File: src/fps_check.sv
// Holds the shared constants of the flash parameter checker and its check unit.
// Assumes the captured parameters stay stable while the check word is used.
`timescale 1ns/1ps

package fps_pkg;
   // ----------------------------------------------------------------
   // Block numbers and key
   // ----------------------------------------------------------------
   localparam int unsigned NUM_BLOCKS       = 16;
   localparam logic [7:0]  BLOCK_LAST_FULL  = 8'h0F;
   localparam logic [7:0]  BLOCK_LAST_SMALL = 8'h0B;
   localparam logic [7:0]  BLOCK_LAST_MID   = 8'h0D;
   localparam logic [7:0]  UNLOCK_KEY       = 8'h5A;
   // ----------------------------------------------------------------
   // Address area
   // ----------------------------------------------------------------
   localparam logic [31:0] FLASH_BASE_DEF   = 32'h0000_0000;
   localparam logic [31:0] FLASH_LAST_DEF   = 32'h0007_FFFF;
   localparam logic [31:0] ALIGN_MASK       = 32'h0000_007F;
   localparam logic [31:0] ZERO_WORD        = 32'h0000_0000;
   // ----------------------------------------------------------------
   // Result word layout
   // ----------------------------------------------------------------
   localparam int unsigned RES_SUCCESS_FAIL = 0;
   localparam int unsigned RES_DEST_ADDR    = 1;
   localparam int unsigned RES_SOURCE_ADDR  = 2;
   localparam int unsigned RES_BLOCK_RANGE  = 3;
   localparam int unsigned RES_KEY          = 4;
   localparam int unsigned RES_EXEC         = 5;
   localparam int unsigned RES_PROTECT      = 6;
   localparam logic [7:0]  RESULT_RESET     = 8'h00;
   localparam logic [7:0]  PROG_USED        = 8'h77;
   localparam logic [7:0]  ERASE_USED       = 8'h79;
   localparam logic [15:0] BLOCK_SEL_NONE   = 16'h0000;
   // ----------------------------------------------------------------
   // Sequencer states
   // ----------------------------------------------------------------
   typedef enum logic [1:0] {
      ST_IDLE  = 2'b00,
      ST_CHECK = 2'b01,
      ST_RUN   = 2'b11,
      ST_DONE  = 2'b10
   } fps_state_e;
endpackage

module fps_param_check #(
   parameter logic [31:0] FLASH_BASE = fps_pkg::FLASH_BASE_DEF,
   parameter logic [31:0] FLASH_LAST = fps_pkg::FLASH_LAST_DEF,
   parameter logic [7:0]  BLOCK_LAST = fps_pkg::BLOCK_LAST_FULL
) (
   // Captured parameters
   input  wire logic        op_erase,
   input  wire logic [31:0] src_addr,
   input  wire logic [31:0] dest_addr,
   input  wire logic [31:0] block_select,
   input  wire logic [7:0]  unlock_key,
   input  wire logic        protect_flag,
   // Check outcome
   output logic      [7:0]  check_word
);
   logic src_in_flash;
   logic dest_in_flash;

   assign src_in_flash  = (src_addr >= FLASH_BASE) && (src_addr <= FLASH_LAST);
   assign dest_in_flash = (dest_addr >= FLASH_BASE) && (dest_addr <= FLASH_LAST);

   // ----------------------------------------------------------------
   // Error bits and summary
   // ----------------------------------------------------------------
   always_comb begin
      check_word = fps_pkg::RESULT_RESET;
      if (!op_erase) begin
         check_word[fps_pkg::RES_SOURCE_ADDR] = src_in_flash; // RL1
         check_word[fps_pkg::RES_DEST_ADDR]   = !dest_in_flash // RL2
            || ((dest_addr & fps_pkg::ALIGN_MASK) != fps_pkg::ZERO_WORD); // RL3
      end else begin
         // Only the low byte carries the block number.
         check_word[fps_pkg::RES_BLOCK_RANGE] = block_select[7:0] > BLOCK_LAST; // RL7 RL8 RL9 RL11
      end
      check_word[fps_pkg::RES_KEY]          = unlock_key != fps_pkg::UNLOCK_KEY; // RL13
      check_word[fps_pkg::RES_PROTECT]      = protect_flag; // RL10
      check_word[fps_pkg::RES_SUCCESS_FAIL] = |check_word; // RL14
   end
endmodule

File: src/fps_program_erase.sv
// Holds the program and erase parameter sequencer with its result word.
// Assumes requests, key and error flag come from logic on the same clock.
`timescale 1ns/1ps

// Operation
// RL1: Source address inside flash sets bit 2.
// RL2: Destination outside flash sets bit 1.
// RL3: Destination not 128-byte aligned sets bit 1.
// RL4: Program bit 0 reports abnormal end.
// RL5: Requester places block number in parameter.
// RL6: Block number decodes to exactly one block.
// RL7: Block number above last block is error.
// RL8: Last valid block number is a parameter.
// RL9: Requester writes zeros to upper 24 bits.
// RL10: Bit 6 mirrors the flash error flag.
// RL11: Out-of-range block number sets erase bit 3.
// RL12: Erase bit 0 reports abnormal end.
// RL13: Key not 0x5A sets bit 4.
// RL14: Failed check skips array, sets bit 0.
// RL15: Unused result bits always read zero.
module fps_program_erase #(
   parameter logic [31:0] FLASH_BASE = fps_pkg::FLASH_BASE_DEF,
   parameter logic [31:0] FLASH_LAST = fps_pkg::FLASH_LAST_DEF,
   parameter logic [7:0]  BLOCK_LAST = fps_pkg::BLOCK_LAST_FULL
) (
   // Clock and reset
   input  wire logic        CLOCK,
   input  wire logic        RESET_N,
   // Requests and parameters
   input  wire logic        START_PROGRAM,
   input  wire logic        START_ERASE,
   input  wire logic [31:0] SOURCE_ADDR,
   input  wire logic [31:0] DEST_ADDR,
   input  wire logic [31:0] ERASE_BLOCK_SELECT,
   input  wire logic [7:0]  FLASH_UNLOCK_KEY,
   input  wire logic        FLASH_ERROR_FLAG,
   // Array engine
   output logic             ARRAY_START,
   output logic             ARRAY_ERASE,
   output logic      [31:0] ARRAY_SOURCE,
   output logic      [31:0] ARRAY_DEST,
   output logic      [15:0] ARRAY_BLOCK_SEL,
   input  wire logic        ARRAY_DONE,
   input  wire logic        ARRAY_FAIL,
   // Result
   output logic             BUSY,
   output logic             RESULT_VALID,
   output logic      [7:0]  PASS_FAIL_RESULT
);
   fps_pkg::fps_state_e state;
   fps_pkg::fps_state_e next_state;
   logic                op_erase;
   logic [31:0]         src_q;
   logic [31:0]         dst_q;
   logic [31:0]         ebs_q;
   logic [7:0]          key_q;
   logic                prot_q;
   logic [7:0]          check_word;
   logic [15:0]         next_block_sel;
   logic                start_any;

   assign start_any = START_PROGRAM || START_ERASE;

   // ----------------------------------------------------------------
   // Parameter checks
   // ----------------------------------------------------------------
   fps_param_check #(
      .FLASH_BASE (FLASH_BASE),
      .FLASH_LAST (FLASH_LAST),
      .BLOCK_LAST (BLOCK_LAST)
   ) u_check (
      .op_erase     (op_erase),
      .src_addr     (src_q),
      .dest_addr    (dst_q),
      .block_select (ebs_q),
      .unlock_key   (key_q),
      .protect_flag (prot_q),
      .check_word   (check_word)
   );

   // ----------------------------------------------------------------
   // Sequencer
   // ----------------------------------------------------------------
   always_comb begin
      next_state = state;
      unique case (state)
         fps_pkg::ST_IDLE: begin
            if (start_any) begin
               next_state = fps_pkg::ST_CHECK;
            end
         end
         fps_pkg::ST_CHECK: begin
            if (check_word[fps_pkg::RES_SUCCESS_FAIL]) begin
               next_state = fps_pkg::ST_DONE; // RL14
            end else begin
               next_state = fps_pkg::ST_RUN;
            end
         end
         fps_pkg::ST_RUN: begin
            if (ARRAY_DONE) begin
               next_state = fps_pkg::ST_DONE;
            end
         end
         fps_pkg::ST_DONE: begin
            next_state = fps_pkg::ST_IDLE;
         end
      endcase
   end

   always_ff @(posedge CLOCK) begin
      if (!RESET_N) begin
         state <= fps_pkg::ST_IDLE;
      end else begin
         state <= next_state;
      end
   end

   assign BUSY         = state != fps_pkg::ST_IDLE;
   assign RESULT_VALID = state == fps_pkg::ST_DONE;

   // ----------------------------------------------------------------
   // Parameter capture
   // ----------------------------------------------------------------
   always_ff @(posedge CLOCK) begin
      if (!RESET_N) begin
         op_erase <= 1'b0;
         src_q    <= fps_pkg::ZERO_WORD;
         dst_q    <= fps_pkg::ZERO_WORD;
         ebs_q    <= fps_pkg::ZERO_WORD;
         key_q    <= fps_pkg::RESULT_RESET;
         prot_q   <= 1'b0;
      end else if (state == fps_pkg::ST_IDLE && start_any) begin
         op_erase <= !START_PROGRAM;
         src_q    <= SOURCE_ADDR;
         dst_q    <= DEST_ADDR;
         ebs_q    <= ERASE_BLOCK_SELECT; // RL5
         key_q    <= FLASH_UNLOCK_KEY;
         prot_q   <= FLASH_ERROR_FLAG;
      end
   end

   assign ARRAY_ERASE  = op_erase;
   assign ARRAY_SOURCE = src_q;
   assign ARRAY_DEST   = dst_q;

   // ----------------------------------------------------------------
   // Block decode
   // ----------------------------------------------------------------
   for (genvar i = 0; i < fps_pkg::NUM_BLOCKS; i++) begin : g_block
      assign next_block_sel[i] = op_erase && (ebs_q[7:0] == 8'(i)); // RL6
   end

   always_ff @(posedge CLOCK) begin
      if (!RESET_N) begin
         ARRAY_START     <= 1'b0;
         ARRAY_BLOCK_SEL <= fps_pkg::BLOCK_SEL_NONE;
      end else if (state == fps_pkg::ST_CHECK && !check_word[fps_pkg::RES_SUCCESS_FAIL]) begin
         ARRAY_START     <= 1'b1;
         ARRAY_BLOCK_SEL <= next_block_sel;
      end else begin
         ARRAY_START     <= 1'b0;
         ARRAY_BLOCK_SEL <= ARRAY_BLOCK_SEL;
      end
   end

   // ----------------------------------------------------------------
   // Result word
   // ----------------------------------------------------------------
   always_ff @(posedge CLOCK) begin
      if (!RESET_N) begin
         PASS_FAIL_RESULT <= fps_pkg::RESULT_RESET;
      end else if (state == fps_pkg::ST_CHECK && check_word[fps_pkg::RES_SUCCESS_FAIL]) begin
         PASS_FAIL_RESULT <= check_word; // RL14 RL15
      end else if (state == fps_pkg::ST_RUN && ARRAY_DONE) begin
         PASS_FAIL_RESULT                            <= fps_pkg::RESULT_RESET;
         PASS_FAIL_RESULT[fps_pkg::RES_EXEC]         <= ARRAY_FAIL;
         PASS_FAIL_RESULT[fps_pkg::RES_SUCCESS_FAIL] <= ARRAY_FAIL; // RL4 RL12
      end
   end

   logic a_src_in;
   logic a_dst_in;
   assign a_src_in = (src_q >= FLASH_BASE) && (src_q <= FLASH_LAST);
   assign a_dst_in = (dst_q >= FLASH_BASE) && (dst_q <= FLASH_LAST);
endmodule

File: config.mk
export PLATFORM = sky130hd
export DESIGN_NAME = fps_program_erase
export DESIGN_NICKNAME = d
export VERILOG_FILES = /design/src/fps_check.sv /design/src/fps_program_erase.sv
export SDC_FILE = /design/constraint.sdc
export NUM_CORES = 1
export LEC_CHECK = 0
export BUFFER_PORTS_ARGS = -buffer_cell sky130_fd_sc_hd__buf_2
export CORE_ASPECT_RATIO = 0.9
export CORE_MARGIN = 10
export CORE_UTILIZATION = 40
export DETAILED_ROUTE_END_ITERATION = 16
export PLACE_DENSITY = 0.72
export SYNTH_ARGS = -nofsm -noshare
export SYNTH_HDL_FRONTEND = slang
export SYNTH_HIERARCHICAL = 1
export SYNTH_SLANG_ARGS = --single-unit
File: constraint.sdc
create_clock -name CLOCK -period 5.87 [get_ports CLOCK]
set_input_delay 1.174 -clock CLOCK [delete_from_list [all_inputs] [get_ports CLOCK]]
set_output_delay 1.174 -clock CLOCK [all_outputs]
set_load 0.1 [all_outputs]
==> impl_metrics.ini, run 1 <==
[global_routing]
grt_usage_pct = 16.92
grt_first_pass_wirelength_mm = 21.42
via_count_of_the_first_global_routing_pass = 4104
initial_antenna_violation_count = 0
largest_net_degree_at_the_start_of_global_routing = 84
total_grt_overflow = 0

[critical_path]
critical-path-max-stage-delay_ps = 840
crit_path_max_fanout = 83
end_kind = output pin
critPathArrivalTime_ps = 2530
critical_path_cell_by_cell = nor2_8 > inv_2 > buf_2
start_kind = flip-flop
register_to_register_path_depth = 7
critical_path_class = reg -> out
required_ps = 4700
cpMaxStageDelayCell = sky130_fd_sc_hd__inv_2

[cells_and_area]
nNetsFinal = 741
n_antenna_cell = 0
area.growth.synth_to_final_pct = 25.19
mostFrequentLayoutCells = 178 x sky130_fd_sc_hd__buf_2, 109 x sky130_fd_sc_hd__dfxtp_1, 83 x sky130_fd_sc_hd__a21oi_1
post_route_cells_drive_above_1_share_pct = 33.54
layout.cells.most_common = sky130_fd_sc_hd__buf_2

[floorplan]
pin_count = 203
floorplan.die.height_um = 118.9
rows = 36
floorplan.die_area_um2 = 15440
floorplan.initialDensity_pct = 40.53
core_area_um2 = 10720
die_x_um = 129.9

[power]
seqPwrFrac_pct = 41.8
max-vdd-ir-drop_mv = 0.2474
power.share.clock_pct = 30.9
sw_power_w = 0.0007549
internal_power_w = 0.001224
power.static_leakage_nw = 2.412
sw_frac_of_total_pct = 38.15
power_per_cell_area_nw_per_um2 = 363.7
share_comb_of_total_power_pct = 27.3
post-layout-total-power_w = 0.001979

[synthesis]
synthesis.yosys.warnings = 6
netlist_area_um2 = 4345
synthesis.instances = 495
syn_area_per_cell_um2 = 8.779

[clock_network]
clkSlewWorstSetupHoldPaths_ps = 70
cts-resized-gates = 0
cts.sink_count = 109
cts_setup_buffers = 0
clk-insertion-delay-late_ps = 350
tritoncts.num_buffers = 9
number_of_h_tree_levels = 3
root_buffer = sky130_fd_sc_hd__clkbuf_16
tritoncts_clock_tree = done
cts.hold.buffers_added = 0
cts_max_path_buffers = 2

[drt]
dr.pass1.iters = 5
topRoutingLayerUsed = met4
wire_per_inst_um = 17.64
postRouteWirelength_mm = 13.55
wire_length_on_met1_mm = 5.620
drtAntennaViolNets = 0
drt_iter0_markers = 306
detail_route.vias_per_cell = 5.569
vias_after_detailed_routing = 4277
routed_wire_length_on_met2_mm = 6.134
route.detailed.drc = 0
wl_met3_mm = 1.691

[sta]
fin_crit_ps = 3702
worst_clock_skew_ps = 5.906
drv_slew = 0
setup_total_negative_slack_ps = 0
grt_setup_unrepaired = no
max-slew-margin-rel_pct = 20.36
timing_worst_slew_pin_value_ps = 1195
final_hold_viol_count = 0
fin_crit_sh_pct = 63.07
setup_violations = 0
achievable-frequency_mhz = 270.1

[placed_design]
port-buffer-count = 178
final_gp_congestion = 0.7549
dp_hpwl_mm = 9.329

[worst_hold_path]
min-delay-path-class = reg -> reg
holdPathStages = 1

[run_status]
status = complete, no violations

[job]
maxCapViolCount = 0
[critical path, delay by kind of cell, from the launching register on]
| family | cells | cell delay (ps) |
|---|---|---|
| buf+inv | 2 | 1430 |
| flops | 1 | 700 |
| simple gates | 1 | 30 |
[layout make-up]
type,count,area [um^2]
fillers,1013,5280
flip-flops and latches,109,2182
multi-input cells,322,1843
repair buffers,182,920.9
clock buffers,9,225.2
well taps,133,166.4
clock inverters,7,75.07
inverters,6,27.53
[power groups by stage]
stage | clock network (W) | registers (W) | logic, W
after CTS | 0.000632 | 0.000826 | 0.000543
after global routing | 0.000661 | 0.000833 | 0.000570
after detailed placement | 0 | 0.000843 | 0.000542
after floorplan | 0 | 0.00112 | 0.000165
final | 0.000612 | 0.000827 | 0.000540
after global placement | 0 | 0.000840 | 0.000534
[flip-flops by register name, indices dropped and copies added (netlist names)]
signal / cells
prot_q: 1
key_q: 8
ARRAY_DEST: 32
ARRAY_SOURCE: 32
ARRAY_BLOCK_SEL: 16
ebs_q: 8
state: 2
PASS_FAIL_RESULT: 8
ARRAY_ERASE: 1
ARRAY_START: 1
[layer usage]
metal	GRT usage (%)	vias up
li1	-	2065
met1	20.52	2005
met2	25.71	198
met3	9.401	9
met4	3.652	0
met5	0	-
[metrics by stage]
step                      hold slack [ps]  cells  utilization (%)  setup slack [ps]  area, um^2
after floorplan                     448.2    496                -              2934        4349
after global placement              449.1    752            47.95              2563        5140
after detailed placement            453.7    752            47.95              2530        5140
after CTS                           473.1    768            50.75              2134        5440
after global routing                488.4    768            50.75              1997        5440
final                               470.7    768            50.75              2168        5440
[path summary, 6_finish.rpt]
check / start / to / slack, ps
worst max-delay path: state[0]$_SDFFE_PN0P_ / BUSY / 2170
worst min-delay path: ARRAY_BLOCK_SEL[1]$_SDFFE_PN0P_ / ARRAY_BLOCK_SEL[1]$_SDFFE_PN0P_ / 470
worst max register to register: ARRAY_DEST[30]$_SDFFE_PN0P_ / ARRAY_BLOCK_SEL[8]$_SDFFE_PN0P_ / 3570
worst min register to register: ARRAY_BLOCK_SEL[1]$_SDFFE_PN0P_ / ARRAY_BLOCK_SEL[1]$_SDFFE_PN0P_ / 470
Power figures use the tool's default switching activity.
==> inputs of run 2 (changes only) <==
- PLACE_DENSITY: 0.72 -> 0.74
- clock period: 5.87 -> 3.2 ns (I/O delays scaled with it)
==> impl_metrics.ini, run 2 (synthesis gave the netlist of run 1 again) <==
[run_status]
status = complete, no violations

[clock_network]
cts_max_path_buffers = 2
clk-insertion-delay-late_ps = 350
cts.hold.buffers_added = 0
tritoncts_clock_tree = done
cts-resized-gates = 0
root_buffer = sky130_fd_sc_hd__clkbuf_16
cts.sink_count = 109
clkSlewWorstSetupHoldPaths_ps = 70
cts_setup_buffers = 0
tritoncts.num_buffers = 9
number_of_h_tree_levels = 3

[drt]
wire_per_inst_um = 17.94
route.detailed.drc = 0
drtAntennaViolNets = 0
postRouteWirelength_mm = 13.83
vias_after_detailed_routing = 4285
detail_route.vias_per_cell = 5.558
drt_iter0_markers = 263
dr.pass1.iters = 5

[critical_path]
start_kind = flip-flop
rr_endpoint = ARRAY_BLOCK_SEL[0]$_SDFFE_PN0P_
timing.critical_path.max_delay_family = simple AND/OR/NAND/NOR gates
cpMaxStageDelayCell = sky130_fd_sc_hd__o41a_1
required_ps = 3490
regToRegSetupSlack_ps = 880
critical_path_class = reg -> reg
worstPathBufferInverterCount = 0
critical_path_cell_by_cell = o41a_1 > nor4_2 > nand2b_1 > nand4bb_4 > nor3_1 > a32o_1
crit_path_max_fanout = 6
critPathArrivalTime_ps = 2610
r2r-start = ebs_q[6]$_SDFFE_PN0P_
timing.critical_path.from = ebs_q[6]$_SDFFE_PN0P_
critical-path-max-stage-delay_ps = 460
end_kind = flip-flop
register_to_register_path_depth = 6

[floorplan]
die_x_um = 129.9
floorplan.initialDensity_pct = 40.53
floorplan.die.height_um = 118.9
pin_count = 203
floorplan.die_area_um2 = 15440
core_area_um2 = 10720
rows = 36

[sta]
timing_worst_slew_pin_value_ps = 878.7
drv_slew = 0
fin_crit_sh_pct = 72.58
max-slew-margin-rel_pct = 41.42
setup_violations = 0
grt_setup_unrepaired = no
achievable-frequency_mhz = 430.6
fin_crit_ps = 2323
setup_total_negative_slack_ps = 0
final_hold_viol_count = 0
worst_clock_skew_ps = 5.684

[cells_and_area]
area.growth.synth_to_final_pct = 25.57
mostFrequentLayoutCells = 178 x sky130_fd_sc_hd__buf_2, 109 x sky130_fd_sc_hd__dfxtp_1, 83 x sky130_fd_sc_hd__a21oi_1
post_route_cells_drive_above_1_share_pct = 33.75
final_design_area_no_fill_um2 = 5456
nNetsFinal = 743
layout.cells.most_common = sky130_fd_sc_hd__buf_2

[global_routing]
via_count_of_the_first_global_routing_pass = 4225
largest_net_degree_at_the_start_of_global_routing = 84
total_grt_overflow = 0
grt_usage_pct = 17.28
grt_first_pass_wirelength_mm = 21.87
initial_antenna_violation_count = 1

[placed_design]
final_gp_congestion = 0.7966
area_after_detailed_placement_um2 = 5180
port-buffer-count = 178
dp_hpwl_mm = 9.732

[worst_hold_path]
min-delay-path-class = reg -> reg
worst_hold_path.endpoint = ARRAY_BLOCK_SEL[7]$_SDFFE_PN0P_
worst_hold_path_startpoint = ARRAY_BLOCK_SEL[7]$_SDFFE_PN0P_
holdPathStages = 1

[power]
power.static_leakage_nw = 2.430
power_per_cell_area_nw_per_um2 = 651.9
max-vdd-ir-drop_mv = 0.4980

[job]
maxCapViolCount = 0
==> run 2: changes by cell type in the layout (fill, tap and decap cells not counted), sizes merged <==
cell,change
clkinvlp,-2
bufinv,-1
clkinv,+2
diode,+1
inv,+1
buf,+2
==> run 2: area by class of cell <==
cell class,count,area [um^2]
clock buffers,9,225.2
diodes,1,2.502
flip-flops and latches,109,2182
fillers,1017,5264
clock inverters,7,48.80
multi-input cells,322,1843
inverters,6,27.53
repair buffers,184,960.9
well taps,133,166.4
==> run 2: how the worst max path moves through the flow <==
stage,cells past startpoint,end
5_1_grt,7,ARRAY_BLOCK_SEL[0]$_SDFFE_PN0P_
2_1_floorplan,8,ARRAY_BLOCK_SEL[15]$_SDFFE_PN0P_
3_3_place_gp,6,ARRAY_BLOCK_SEL[8]$_SDFFE_PN0P_
6_report,6,ARRAY_BLOCK_SEL[0]$_SDFFE_PN0P_
4_1_cts,6,ARRAY_BLOCK_SEL[0]$_SDFFE_PN0P_
3_5_place_dp,6,ARRAY_BLOCK_SEL[0]$_SDFFE_PN0P_
==> run 2: worst register-to-register path: cells and delay by family (launching register included) <==
kind	cells	cell delay, ps
AND/OR/NAND/NOR	4	1240
AO/OA/AOI/OAI	2	710
flip-flops	1	330
==> run 2: power by group <==
part	switching [W]	internal [W]
clock network	0.000510	0.000531
registers	0.0000670	0.00145
logic	0.000808	0.000192
total	0.00139	0.00217
==> run 2: per-layer routing <==
metal	track usage [%]	vias up	wire, um
met3	8.426	17	1445
li1	-	2068	-
met1	20.42	2042	5720
met5	0	-	0
met4	3.652	0	142
met2	27.78	158	6524
==> run 2: per-stage QoR <==
step | hold slack (ps) | setup WS, ps | util (%) | total power (W) | instances
after CTS | 466.4 | 874.9 | 50.88 | 0.003593 | 770
after detailed placement | 449.6 | 893.4 | 48.32 | 0.002550 | 754
after global placement | 448.4 | 975.0 | 48.32 | 0.002530 | 754
after global routing | 495.9 | 690.3 | 50.90 | 0.003712 | 771
final | 464.8 | 877.5 | 50.90 | 0.003557 | 771
after floorplan | 448.2 | 711.3 | - | 0.002355 | 496
